$ cat config.mk
export PLATFORM = sky130hd
export DESIGN_NAME = pel_logger
export DESIGN_NICKNAME = d
export VERILOG_FILES = /design/src/common/pel_pkg.sv /design/src/common/pel_evt_if.sv /design/src/hdl/pel_encoder.sv /design/src/hdl/pel_apb_slave.sv /design/src/hdl/pel_logger.sv
export SDC_FILE = /design/constraint.sdc
export NUM_CORES = 1
export LEC_CHECK = 0
export BUFFER_PORTS_ARGS = -buffer_cell sky130_fd_sc_hd__buf_4
export CORE_ASPECT_RATIO = 0.9
export CORE_MARGIN = 4
export CORE_UTILIZATION = 53
export DETAILED_ROUTE_END_ITERATION = 8
export PLACE_DENSITY = 0.88
export SYNTH_ARGS = -nofsm -noshare
export SYNTH_HDL_FRONTEND = slang
export SYNTH_HIERARCHICAL = 1
export SYNTH_SLANG_ARGS = --single-unit
$ cat constraint.sdc
create_clock -name sys_clk_i -period 2.45 [get_ports sys_clk_i]
set_clock_uncertainty 0.2 [all_clocks]
set_input_delay 0 -clock sys_clk_i [delete_from_list [all_inputs] [get_ports sys_clk_i]]
set_output_delay 0 -clock sys_clk_i [all_outputs]
set_load 0.1 [all_outputs]
$ cat src/common/pel_pkg.sv
// Package for the power unit error logger: register map, codes, fields.
// Assumes a 32-bit APB with one aligned word per register.
package pel_pkg;
   // Register byte offsets
   localparam logic [7:0] OFS_STATUS_LO = 8'h00;
   localparam logic [7:0] OFS_STATUS_HI = 8'h04;
   localparam logic [7:0] OFS_IRQ_STAT  = 8'h08;
   localparam logic [7:0] OFS_IRQ_MASK  = 8'h0c;
   localparam logic [7:0] OFS_BANK      = 8'h10;
   localparam logic [7:0] OFS_CLEAR     = 8'h14;
   localparam logic [7:0] OFS_DEV_ID    = 8'h18;
   // Machine-check bank that this logger serves
   localparam logic [7:0] BANK_NUM = 8'h04;
   // Identity value, arbitrary
   localparam logic [31:0] DEV_ID = 32'h0000_5e10;
   // Internal error class codes, bits 15:0
   localparam logic [15:0] CLASS_PCU = 16'h0402;
   localparam logic [15:0] CLASS_FW  = 16'h0406;
   // Field positions
   localparam int CLASS_LSB = 0;
   localparam int UC_LSB    = 16;
   localparam int FSM_LSB   = 20;
   // Microcontroller failure codes, bits 19:16
   localparam logic [3:0] UC_NONE      = 4'h0;
   localparam logic [3:0] UC_IADDR     = 4'h1;
   localparam logic [3:0] UC_IFETCH_DB = 4'h2;
   localparam logic [3:0] UC_OPCODE    = 4'h3;
   localparam logic [3:0] UC_STK_UNDER = 4'h4;
   localparam logic [3:0] UC_STK_OVER  = 4'h5;
   localparam logic [3:0] UC_DADDR     = 4'h6;
   localparam logic [3:0] UC_DFETCH_DB = 4'h7;
   // State-machine failure codes, bits 23:20
   localparam logic [3:0] FSM_NONE     = 4'h0;
   localparam logic [3:0] FSM_TIMEOUT  = 4'h4;
   localparam logic [3:0] FSM_SMB_INT  = 4'h5;
   // Interrupt status bit positions
   localparam int IRQ_UC   = 0;
   localparam int IRQ_FSM  = 1;
   localparam int IRQ_FW   = 2;
   localparam int IRQ_W    = 3;
   localparam logic [31:0] RESET_WORD = 32'h0000_0000;
endpackage : pel_pkg

$ cat src/common/pel_evt_if.sv
// Carrier for one encoded error event between encoder and logger core.
// Assumes single clock; all members are driven by the encoder.
`timescale 1ns/100ps
`default_nettype none
interface pel_evt_if;
   logic       valid;
   logic [15:0] class_code;
   logic [3:0]  uc_code;
   logic [3:0]  fsm_code;
   logic        is_fw;
   modport src (output valid, output class_code, output uc_code,
                output fsm_code, output is_fw);
   modport dst (input valid, input class_code, input uc_code,
                input fsm_code, input is_fw);
endinterface : pel_evt_if
`default_nettype wire

$ cat src/hdl/pel_encoder.sv
// Encoder: one-hot failure flags to field codes of the status register.
// Assumes flags come from logic on sys_clk_i, already synchronous.
`timescale 1ns/100ps
`default_nettype none
module pel_encoder
(
   // Clock and reset
   input  wire logic       sys_clk_i,
   input  wire logic       reset_i,
   // Failure flags
   input  wire logic [6:0] uc_fail_i,
   input  wire logic [1:0] fsm_fail_i,
   input  wire logic       fw_fail_i,
   // Encoded event
   pel_evt_if.src          evt
);
   // Lowest set flag wins; only defined codes can leave this function
   function automatic logic [3:0] pel_uc_code(input logic [6:0] f);
      logic [3:0] c;
      c = pel_pkg::UC_NONE;
      if (f[0])      c = pel_pkg::UC_IADDR;
      else if (f[1]) c = pel_pkg::UC_IFETCH_DB;
      else if (f[2]) c = pel_pkg::UC_OPCODE;
      else if (f[3]) c = pel_pkg::UC_STK_UNDER;
      else if (f[4]) c = pel_pkg::UC_STK_OVER;
      else if (f[5]) c = pel_pkg::UC_DADDR;
      else if (f[6]) c = pel_pkg::UC_DFETCH_DB;
      return c;
   endfunction : pel_uc_code

   always_ff @(posedge sys_clk_i)
   begin
      if (reset_i)
      begin
         evt.valid      <= 1'b0;
         evt.class_code <= pel_pkg::CLASS_PCU;
         evt.uc_code    <= pel_pkg::UC_NONE;
         evt.fsm_code   <= pel_pkg::FSM_NONE;
         evt.is_fw      <= 1'b0;
      end
      else
      begin
         evt.valid    <= (|uc_fail_i) | (|fsm_fail_i) | fw_fail_i;
         evt.is_fw    <= fw_fail_i;
         evt.class_code <= fw_fail_i ? pel_pkg::CLASS_FW
                                     : pel_pkg::CLASS_PCU;
         evt.uc_code  <= pel_uc_code(uc_fail_i);
         if (fsm_fail_i[0])
            evt.fsm_code <= pel_pkg::FSM_TIMEOUT;
         else if (fsm_fail_i[1])
            evt.fsm_code <= pel_pkg::FSM_SMB_INT;
         else
            evt.fsm_code <= pel_pkg::FSM_NONE;
      end
   end

   a_uc_defined: assert property (@(posedge sys_clk_i) disable iff (reset_i)
      evt.uc_code <= pel_pkg::UC_DFETCH_DB)
      else $error("undefined controller code");
   a_uc_zero: assert property (@(posedge sys_clk_i) disable iff (reset_i)
      (uc_fail_i == 7'h00) |=> (evt.uc_code == pel_pkg::UC_NONE))
      else $error("controller field not zero without failure");
endmodule : pel_encoder
`default_nettype wire

$ cat src/hdl/pel_apb_slave.sv
// APB slave front end: one-cycle ready, decode passed to the core.
// Assumes APB3 master on sys_clk_i; data 32 bits, byte addresses.
`timescale 1ns/100ps
`default_nettype none
module pel_apb_slave
(
   // Clock and reset
   input  wire logic        sys_clk_i,
   input  wire logic        reset_i,
   // APB
   input  wire logic        psel_i,
   input  wire logic        penable_i,
   output logic             access_o,
   output logic             pready_o
);
   // Zero wait states: ready rises in the first access cycle
   always_ff @(posedge sys_clk_i)
   begin
      if (reset_i)
         pready_o <= 1'b0;
      else
         pready_o <= psel_i & ~penable_i;
   end
   assign access_o = psel_i & penable_i & pready_o;
endmodule : pel_apb_slave
`default_nettype wire

$ cat src/hdl/pel_logger.sv
// Power unit error logger top: encoder, status register, APB registers.
// Assumes failure flags are synchronous to sys_clk_i; APB on same clock.
`timescale 1ns/100ps
`default_nettype none
module pel_logger
(
   // Clock and reset
   input  wire logic        sys_clk_i,
   input  wire logic        reset_i,
   // Failure flags
   input  wire logic [6:0]  uc_fail_i,
   input  wire logic [1:0]  fsm_fail_i,
   input  wire logic        fw_fail_i,
   // APB
   input  wire logic        psel_i,
   input  wire logic        penable_i,
   input  wire logic        pwrite_i,
   input  wire logic [7:0]  paddr_i,
   input  wire logic [31:0] pwdata_i,
   output logic [31:0]      prdata_o,
   output logic             pready_o,
   output logic             pslverr_o,
   // Interrupt
   output logic             irq_o
);
   pel_evt_if evt ();
   logic              access;
   logic [63:0]       bank_four_error_status;
   logic [pel_pkg::IRQ_W-1:0] irq_stat;
   logic [pel_pkg::IRQ_W-1:0] irq_mask;
   logic [pel_pkg::IRQ_W-1:0] next_irq_ev;
   logic              rd_stat;
   logic              wr_clear;
   logic              wr_mask;
   logic [pel_pkg::IRQ_W-1:0] mask_wdata;

   pel_encoder u_enc
   (
      .sys_clk_i  (sys_clk_i),
      .reset_i    (reset_i),
      .uc_fail_i  (uc_fail_i),
      .fsm_fail_i (fsm_fail_i),
      .fw_fail_i  (fw_fail_i),
      .evt        (evt)
   );

   pel_apb_slave u_apb
   (
      .sys_clk_i (sys_clk_i),
      .reset_i   (reset_i),
      .psel_i    (psel_i),
      .penable_i (penable_i),
      .access_o  (access),
      .pready_o  (pready_o)
   );

   // Register hit by the access cycle of a transfer
   function automatic logic pel_hit(input logic acc, input logic [7:0] a,
                                    input logic [7:0] ofs);
      return acc && (a == ofs);
   endfunction : pel_hit

   assign rd_stat  = ~pwrite_i &
                     pel_hit(access, paddr_i, pel_pkg::OFS_IRQ_STAT);
   assign wr_clear = pwrite_i &
                     pel_hit(access, paddr_i, pel_pkg::OFS_CLEAR);
   assign wr_mask  = pwrite_i &
                     pel_hit(access, paddr_i, pel_pkg::OFS_IRQ_MASK);
   assign mask_wdata = pwdata_i[pel_pkg::IRQ_W-1:0];
   assign next_irq_ev = {evt.valid & evt.is_fw,
                         evt.valid & (evt.fsm_code != pel_pkg::FSM_NONE),
                         evt.valid & (evt.uc_code != pel_pkg::UC_NONE)};

   // Status register: first error since clear is kept; field zero if unused
   // An error in the clearing cycle is logged rather than lost
   always_ff @(posedge sys_clk_i)
   begin
      if (reset_i)
         bank_four_error_status <= 64'h0000_0000_0000_0000;
      else if (evt.valid && ((bank_four_error_status == 64'h0) || wr_clear))
      begin
         bank_four_error_status <= 64'h0;
         bank_four_error_status[pel_pkg::CLASS_LSB +: 16] <=
            evt.class_code;
         bank_four_error_status[pel_pkg::UC_LSB +: 4] <=
            evt.uc_code;
         bank_four_error_status[pel_pkg::FSM_LSB +: 4] <=
            evt.fsm_code;
      end
      else if (wr_clear)
         bank_four_error_status <= 64'h0;
   end

   // Sticky interrupt status: read clears, a new event in that cycle wins
   always_ff @(posedge sys_clk_i)
   begin
      if (reset_i)
         irq_stat <= '0;
      else
         irq_stat <= (rd_stat ? '0 : irq_stat) | next_irq_ev;
   end

   always_ff @(posedge sys_clk_i)
   begin
      if (reset_i)
         irq_mask <= '0;
      else if (wr_mask)
         irq_mask <= mask_wdata;
   end

   always_ff @(posedge sys_clk_i)
   begin
      if (reset_i)
         irq_o <= 1'b0;
      else
         irq_o <= |(((rd_stat ? '0 : irq_stat) | next_irq_ev) & irq_mask);
   end

   // Read data and error answer
   always_ff @(posedge sys_clk_i)
   begin
      if (reset_i)
      begin
         prdata_o  <= pel_pkg::RESET_WORD;
         pslverr_o <= 1'b0;
      end
      else if (psel_i && !penable_i)
      begin
         pslverr_o <= 1'b0;
         prdata_o  <= pel_pkg::RESET_WORD;
         if (paddr_i == pel_pkg::OFS_STATUS_LO)
            prdata_o <= bank_four_error_status[31:0];
         else if (paddr_i == pel_pkg::OFS_STATUS_HI)
            prdata_o <= bank_four_error_status[63:32];
         else if (paddr_i == pel_pkg::OFS_IRQ_STAT)
            // An event at the setup edge is reported before the read clears
            prdata_o <= {{(32-pel_pkg::IRQ_W){1'b0}}, irq_stat | next_irq_ev};
         else if (paddr_i == pel_pkg::OFS_IRQ_MASK)
            prdata_o <= {{(32-pel_pkg::IRQ_W){1'b0}}, irq_mask};
         else if (paddr_i == pel_pkg::OFS_BANK)
            prdata_o <= {24'h00_0000, pel_pkg::BANK_NUM};
         else if (paddr_i == pel_pkg::OFS_DEV_ID)
            prdata_o <= pel_pkg::DEV_ID;
         else if (paddr_i != pel_pkg::OFS_CLEAR)
            pslverr_o <= 1'b1;
      end
   end

   a_class_legal: assert property (@(posedge sys_clk_i) disable iff (reset_i)
      (bank_four_error_status != 64'h0) |->
      (bank_four_error_status[15:0] == pel_pkg::CLASS_PCU ||
       bank_four_error_status[15:0] == pel_pkg::CLASS_FW))
      else $error("class code not legal");
   a_uc_field: assert property (@(posedge sys_clk_i) disable iff (reset_i)
      (bank_four_error_status == 64'h0 && uc_fail_i[2] && !uc_fail_i[1]
       && !uc_fail_i[0]) |-> ##2
      (bank_four_error_status[19:16] == pel_pkg::UC_OPCODE))
      else $error("opcode failure not logged");
   a_uc_stack: assert property (@(posedge sys_clk_i) disable iff (reset_i)
      (bank_four_error_status == 64'h0 && uc_fail_i == 7'h10) |-> ##2
      (bank_four_error_status[19:16] == pel_pkg::UC_STK_OVER))
      else $error("stack overflow not logged");
   a_uc_range: assert property (@(posedge sys_clk_i) disable iff (reset_i)
      bank_four_error_status[19:16] <= pel_pkg::UC_DFETCH_DB)
      else $error("controller field out of range");
   a_fsm_legal: assert property (@(posedge sys_clk_i) disable iff (reset_i)
      bank_four_error_status[23:20] == pel_pkg::FSM_NONE ||
      bank_four_error_status[23:20] == pel_pkg::FSM_TIMEOUT ||
      bank_four_error_status[23:20] == pel_pkg::FSM_SMB_INT)
      else $error("state-machine field reserved code");
   a_fsm_timeout: assert property (@(posedge sys_clk_i) disable iff (reset_i)
      (bank_four_error_status == 64'h0 && fsm_fail_i[0]) |-> ##2
      (bank_four_error_status[23:20] == pel_pkg::FSM_TIMEOUT))
      else $error("timeout not logged");
   a_fsm_sep: assert property (@(posedge sys_clk_i) disable iff (reset_i)
      (bank_four_error_status == 64'h0 && fsm_fail_i != 2'b00 &&
       uc_fail_i == 7'h00) |-> ##2
      (bank_four_error_status[19:16] == pel_pkg::UC_NONE &&
       bank_four_error_status[23:20] != pel_pkg::FSM_NONE))
      else $error("fields not separate");
   a_bank_four: assert property (@(posedge sys_clk_i) disable iff (reset_i)
      (access && !pwrite_i && paddr_i == pel_pkg::OFS_BANK) |->
      (prdata_o == 32'h0000_0004))
      else $error("bank number not four");
   a_zero_idle: assert property (@(posedge sys_clk_i) disable iff (reset_i)
      (bank_four_error_status == 64'h0 && !fw_fail_i && uc_fail_i == 7'h00
       && fsm_fail_i[0] && !fsm_fail_i[1]) |-> ##2
      (bank_four_error_status[19:16] == 4'h0))
      else $error("unused field not zero");

   // Interrupt status, mask and level output
   a_irq_sticky: assert property (@(posedge sys_clk_i) disable iff (reset_i)
      !rd_stat |=> ((irq_stat & $past(irq_stat)) == $past(irq_stat)))
      else $error("interrupt status bit lost");
   a_irq_set: assert property (@(posedge sys_clk_i) disable iff (reset_i)
      1'b1 |=> ((irq_stat & $past(next_irq_ev)) == $past(next_irq_ev)))
      else $error("interrupt event not recorded");
   a_irq_rdclr: assert property (@(posedge sys_clk_i) disable iff (reset_i)
      (rd_stat && next_irq_ev == '0) |=> (irq_stat == '0))
      else $error("interrupt status not cleared by read");
   a_irq_level: assert property (@(posedge sys_clk_i) disable iff (reset_i)
      1'b1 |=> (irq_o == |(irq_stat & $past(irq_mask))))
      else $error("interrupt output disagrees with status");
   a_mask_write: assert property (@(posedge sys_clk_i) disable iff (reset_i)
      wr_mask |=> (irq_mask == $past(mask_wdata)))
      else $error("mask write not taken");

   // Bus answer
   a_ready_setup: assert property (@(posedge sys_clk_i) disable iff (reset_i)
      (psel_i && !penable_i) |=> pready_o)
      else $error("ready missing in access cycle");
   a_ready_once: assert property (@(posedge sys_clk_i) disable iff (reset_i)
      pready_o |=> !pready_o)
      else $error("ready longer than one cycle");
   a_no_err: assert property (@(posedge sys_clk_i) disable iff (reset_i)
      (psel_i && !penable_i && paddr_i == pel_pkg::OFS_STATUS_LO)
      |=> !pslverr_o)
      else $error("error answer on mapped register");
   a_dev_id: assert property (@(posedge sys_clk_i) disable iff (reset_i)
      (access && !pwrite_i && paddr_i == pel_pkg::OFS_DEV_ID) |->
      (prdata_o == pel_pkg::DEV_ID))
      else $error("identity read wrong");

   // Status register keeping and clearing
   a_status_hold: assert property (@(posedge sys_clk_i) disable iff (reset_i)
      (bank_four_error_status != 64'h0 && !wr_clear) |=>
      $stable(bank_four_error_status))
      else $error("logged error overwritten");
   a_status_clr: assert property (@(posedge sys_clk_i) disable iff (reset_i)
      (wr_clear && !evt.valid) |=> (bank_four_error_status == 64'h0))
      else $error("status not cleared");
   a_high_zero: assert property (@(posedge sys_clk_i) disable iff (reset_i)
      bank_four_error_status[63:32] == 32'h0)
      else $error("high status word not zero");

   // Field codes against the failure flags
   a_log_first: assert property (
      @(posedge sys_clk_i) disable iff (reset_i)
      (evt.valid && bank_four_error_status == 64'h0) |=>
      (bank_four_error_status[15:0] == $past(evt.class_code)))
      else $error("class code not logged");
   a_fw_class: assert property (
      @(posedge sys_clk_i) disable iff (reset_i)
      (bank_four_error_status == 64'h0 && fw_fail_i) |-> ##2
      (bank_four_error_status[15:0] == pel_pkg::CLASS_FW))
      else $error("firmware class not logged");
   a_pcu_class: assert property (
      @(posedge sys_clk_i) disable iff (reset_i)
      (bank_four_error_status == 64'h0 && !fw_fail_i &&
       (uc_fail_i != 7'h00 || fsm_fail_i != 2'b00)) |-> ##2
      (bank_four_error_status[15:0] == pel_pkg::CLASS_PCU))
      else $error("power unit class not logged");
   a_iaddr_code: assert property (
      @(posedge sys_clk_i) disable iff (reset_i)
      (bank_four_error_status == 64'h0 && uc_fail_i[0]) |-> ##2
      (bank_four_error_status[19:16] == pel_pkg::UC_IADDR))
      else $error("instruction address failure not logged");
   a_ifetch_code: assert property (
      @(posedge sys_clk_i) disable iff (reset_i)
      (bank_four_error_status == 64'h0 && uc_fail_i == 7'h02) |-> ##2
      (bank_four_error_status[19:16] == pel_pkg::UC_IFETCH_DB))
      else $error("instruction fetch failure not logged");
   a_under_code: assert property (
      @(posedge sys_clk_i) disable iff (reset_i)
      (bank_four_error_status == 64'h0 && uc_fail_i == 7'h08) |-> ##2
      (bank_four_error_status[19:16] == pel_pkg::UC_STK_UNDER))
      else $error("stack underflow not logged");
   a_daddr_code: assert property (
      @(posedge sys_clk_i) disable iff (reset_i)
      (bank_four_error_status == 64'h0 && uc_fail_i == 7'h20) |-> ##2
      (bank_four_error_status[19:16] == pel_pkg::UC_DADDR))
      else $error("data address failure not logged");
   a_dram_code: assert property (
      @(posedge sys_clk_i) disable iff (reset_i)
      (bank_four_error_status == 64'h0 && uc_fail_i == 7'h40) |-> ##2
      (bank_four_error_status[19:16] == pel_pkg::UC_DFETCH_DB))
      else $error("data fetch failure not logged");
   a_smb_code: assert property (
      @(posedge sys_clk_i) disable iff (reset_i)
      (bank_four_error_status == 64'h0 && fsm_fail_i == 2'b10) |-> ##2
      (bank_four_error_status[23:20] == pel_pkg::FSM_SMB_INT))
      else $error("bus controller interrupt not logged");
endmodule : pel_logger
`default_nettype wire

==> run summary <==
In the synthesized netlist, the number of instances is 325. The die area is 6910 um2. The pin count of the biggest net entering global routing is 63. TritonCTS created 9 clock buffers. The total leakage power came out at 1.55 nW. The worst setup path startpoint is u_apb/pready_o$_SDFF_PP0_. The H-tree depth reported by CTS came out at 3. The worst path needs 2.37 ns of the cycle, external delays included. The fraction of final layout cells sized beyond drive strength 1 is 23.9%. The final-layout setup total negative slack is 0 ns.

The post-layout worst setup margin is 0.0845 ns. STA classifies the critical path startpoint as a register. Global routing used 7.99% of the available met3 tracks. The peak clock frequency supported by timing is 0.423 GHz. The total power per unit cell area is 858 nW/um2. The number of setup buffers added after CTS came out at 0.

The die span in x came out at 87.2 um. For this run, the register share of the synthesized area comes to 42.8%. The final net count is 465. The startpoint identified for the worst register-to-register timing path is u_apb/pready_o$_SDFF_PP0_. For this block, the initial DRC count from the detailed router was 211.

The total global routing overflow is 0. The flow ran to the end, and the final reports show no timing, DRC or antenna violations. The most heavily used metal layer in global routing is met2. Setup repair after global routing could not meet its margin everywhere. The number of endpoints with negative hold slack in the final report was 0. In this run the worst hold path is classified as in2reg. The count of endpoints failing setup in the final report came out at 0. The clock sink total is 64. The hold slack came out at 0.0224 ns.

The remaining max-slew budget at the tightest pin is 32.8%. The worst vdd rail ir drop came out at 0.682 mV. In this run the most critical hold path is launched from psel_i.

The mapped cell area came out at 2990 um2. The first global-routing pass estimated 13000 um of wire. The number of standard-cell rows in the floorplan is 25. The HPWL after detailed placement is 4580 um. The met1 routing resource usage after global routing came out at 28.4%.

STA classifies the critical path endpoint as a register. The post-placement cell area came out at 3300 um2. The chip height came out at 79.3 um. Global routing used 40.7% of the available met2 tracks. In this run the remaining antenna-violating nets after routing total 0.

The number of buffers between clock root and the deepest sink is 2. The global placement routability congestion came out at 0.818. For this run, the number of Yosys warnings is 6. The critical path is of the reg2reg type.

The mean post-synth cell area is 9.20 um2. The first detailed-routing pass ran for 4 iterations. At the later pin of the worst-skew pair, clock insertion delay measures 0.34 ns. In this run the worst path has a maximum fanout of 3. The data required time at the worst endpoint is 2.48 ns. The layout overhead on the synthesized area is 30.7%.

The total power after layout came out at 3.35 mW. The via count of the first global-routing pass was 2668. 0 antenna diodes ended up in the layout.

The unique cell type count in the Yosys netlist came out at 48. The effective utilization at floorplan came out at 55.9%. After synthesis the netlist holds a flip-flop and latch count of 64. TritonCTS built the clock tree. At the pin with the least slew margin, the transition time is 1.01 ns. The placeable core region is 5350 um2. The data arrival time of the critical path is 2.39 ns.

The number of antenna violations at the first check in global routing came out at 0. The routed wire length came out at 8080 um. The post-placement worst setup slack is 0.240 ns. The clock slew at the register clock pins of the worst setup and hold paths is 0.07 ns. The finished cells cover 3910 um2. The number of buffers added on ports came out at 52. The boundary pin count is 90. The max-capacitance violation count came out at 0. The post-route fraction of the period consumed by the critical path is 96.6%.

The number of design rule violations left after detail routing is 0. The max-slew violation count was 0. Across all layers, the routed design uses 2656 vias. Using the TritonRoute via totals, the vias-per-cell ratio works out to 5.51. The post-detailed-route wirelength per cell came out at 16.8 um. Across every metal layer, demand over resource in global routing totals 24.1%. The root buffer cell is clkbuf_8.
logic make-up after synthesis:
kind of cell           count (synthesis)  share of synthesized area, %
flip-flops                            64                          42.8
other                                  3                         0.377
buffers and inverters                 73                          13.5
AND/OR/NAND/NOR                      110                          20.9
AO/OA/AOI/OAI                         75                          22.4
per-layer routing:
metal / share of wire, % / up-vias
met4: 2.3 / 0
li1: - / 1267
met1: 42 / 1265
met2: 50 / 104
met3: 6.0 / 20
met5: 0 / -
where the power goes:
group | switching (mW) | total [mW] | internal [mW] | leakage (nW)
sequential | 0.121 | 1.30 | 1.18 | 0.522
combinational | 0.660 | 1.06 | 0.398 | 0.917
clock | 0.392 | 0.992 | 0.600 | 0.108
path summary, 6_finish.rpt:
kind                                            endpoint  slack (ns)  depth (start not counted)
worst max-delay path              irq_stat[2]$_SDFF_PP0_        0.08                          5
worst min-delay path            prdata_o[2]$_SDFFE_PP0P_        0.02                          5
worst max register to register    irq_stat[2]$_SDFF_PP0_        0.08                          5
worst min register to register  prdata_o[9]$_SDFFE_PP0P_        0.28                          2
critical path, cell delays in order (launching register included):
cell	delay, ns
dfxtp_2	0.33
and3_1	0.18
or3b_2	0.50
o31ai_1	0.33
a21oi_1	0.11
dlygate4sd3_1	0.60
state kept, by name, summed over array words and instances (netlist names):
name,cells
u_enc/evt.class_code,1
u_enc/evt.valid,1
pslverr_o,1
u_enc/evt.fsm_code,2
irq_o,1
prdata_o,24
bank_four_error_status,24
u_enc/evt.uc_code,3
irq_stat,3
u_apb/pready_o,1
irq_mask,3
cells in the final DEF (no fill, tap or decap), drive strengths merged, types with 3 or more instances in the layout:
master,Yosys,final
nand3,4,4
a221oi,3,3
o32ai,24,24
nor2b,5,5
conb,3,26
dfxtp,64,64
a22oi,16,16
a21oi,10,10
and3,3,3
dlygate4sd3,0,38
nand2b,25,25
o31ai,3,3
buf,34,59
nor3,5,5
nand2,12,12
inv,27,27
a211oi,9,9
nor4,6,6
clkbuf,12,13
nor2,37,37
cells in the mapped netlist, drive strengths merged:
cell type   n  area (um2)
a2111oi     1        8.76
a21o        1        7.51
or4b        1        13.8
a22oi      16         125
and4bb      1        12.5
nor4        6        58.8
a211oi      9        67.6
a221o       1        10.0
nand3       4        20.0
dfxtp      64        1280
nand2      12        45.0
a221oi      3        32.5
nor4b       2        17.5
o41ai       2        17.5
a41oi       1        8.76
nor2       37         139
a21oi      10        50.1
clkbuf     12        45.0
or3         2        13.8
and3        3        18.8
and4        1        8.76
and2b       1        8.76
inv        27         101
o21bai      1        7.51
nand2b     25         156
nor2b       5        31.3
o211ai      1        7.51
o31ai       3        27.5
o32ai      24         285
a311oi      1        8.76
nor3        5        36.3
or3b        2        17.5
or2         1        6.26
buf        34         258
conb        3        11.3
o21ai       1        5.00
nor3b       2        20.0
what timing repair did:
item	4_1_cts	5_1_grt
gates resized for setup	0	4
endpoints found under the hold margin	36	0
endpoints found under the setup margin	0	3
hold buffers	39	0
final cells by class:
type | count | area [um2]
well taps | 67 | 83.8
repair buffers | 97 | 823
fillers | 359 | 1440
multi-input cells | 211 | 1400
clock inverters | 3 | 65.1
inverters | 27 | 101
clock buffers | 13 | 149
flip-flops and latches | 64 | 1280
metrics by stage:
stage,util (%),cells
final,73.1,482
after global routing,73.1,482
after floorplan,-,348
after global placement,61.7,428
after CTS,73.0,483
after detailed placement,61.7,428
Power figures use the tool's default switching activity.
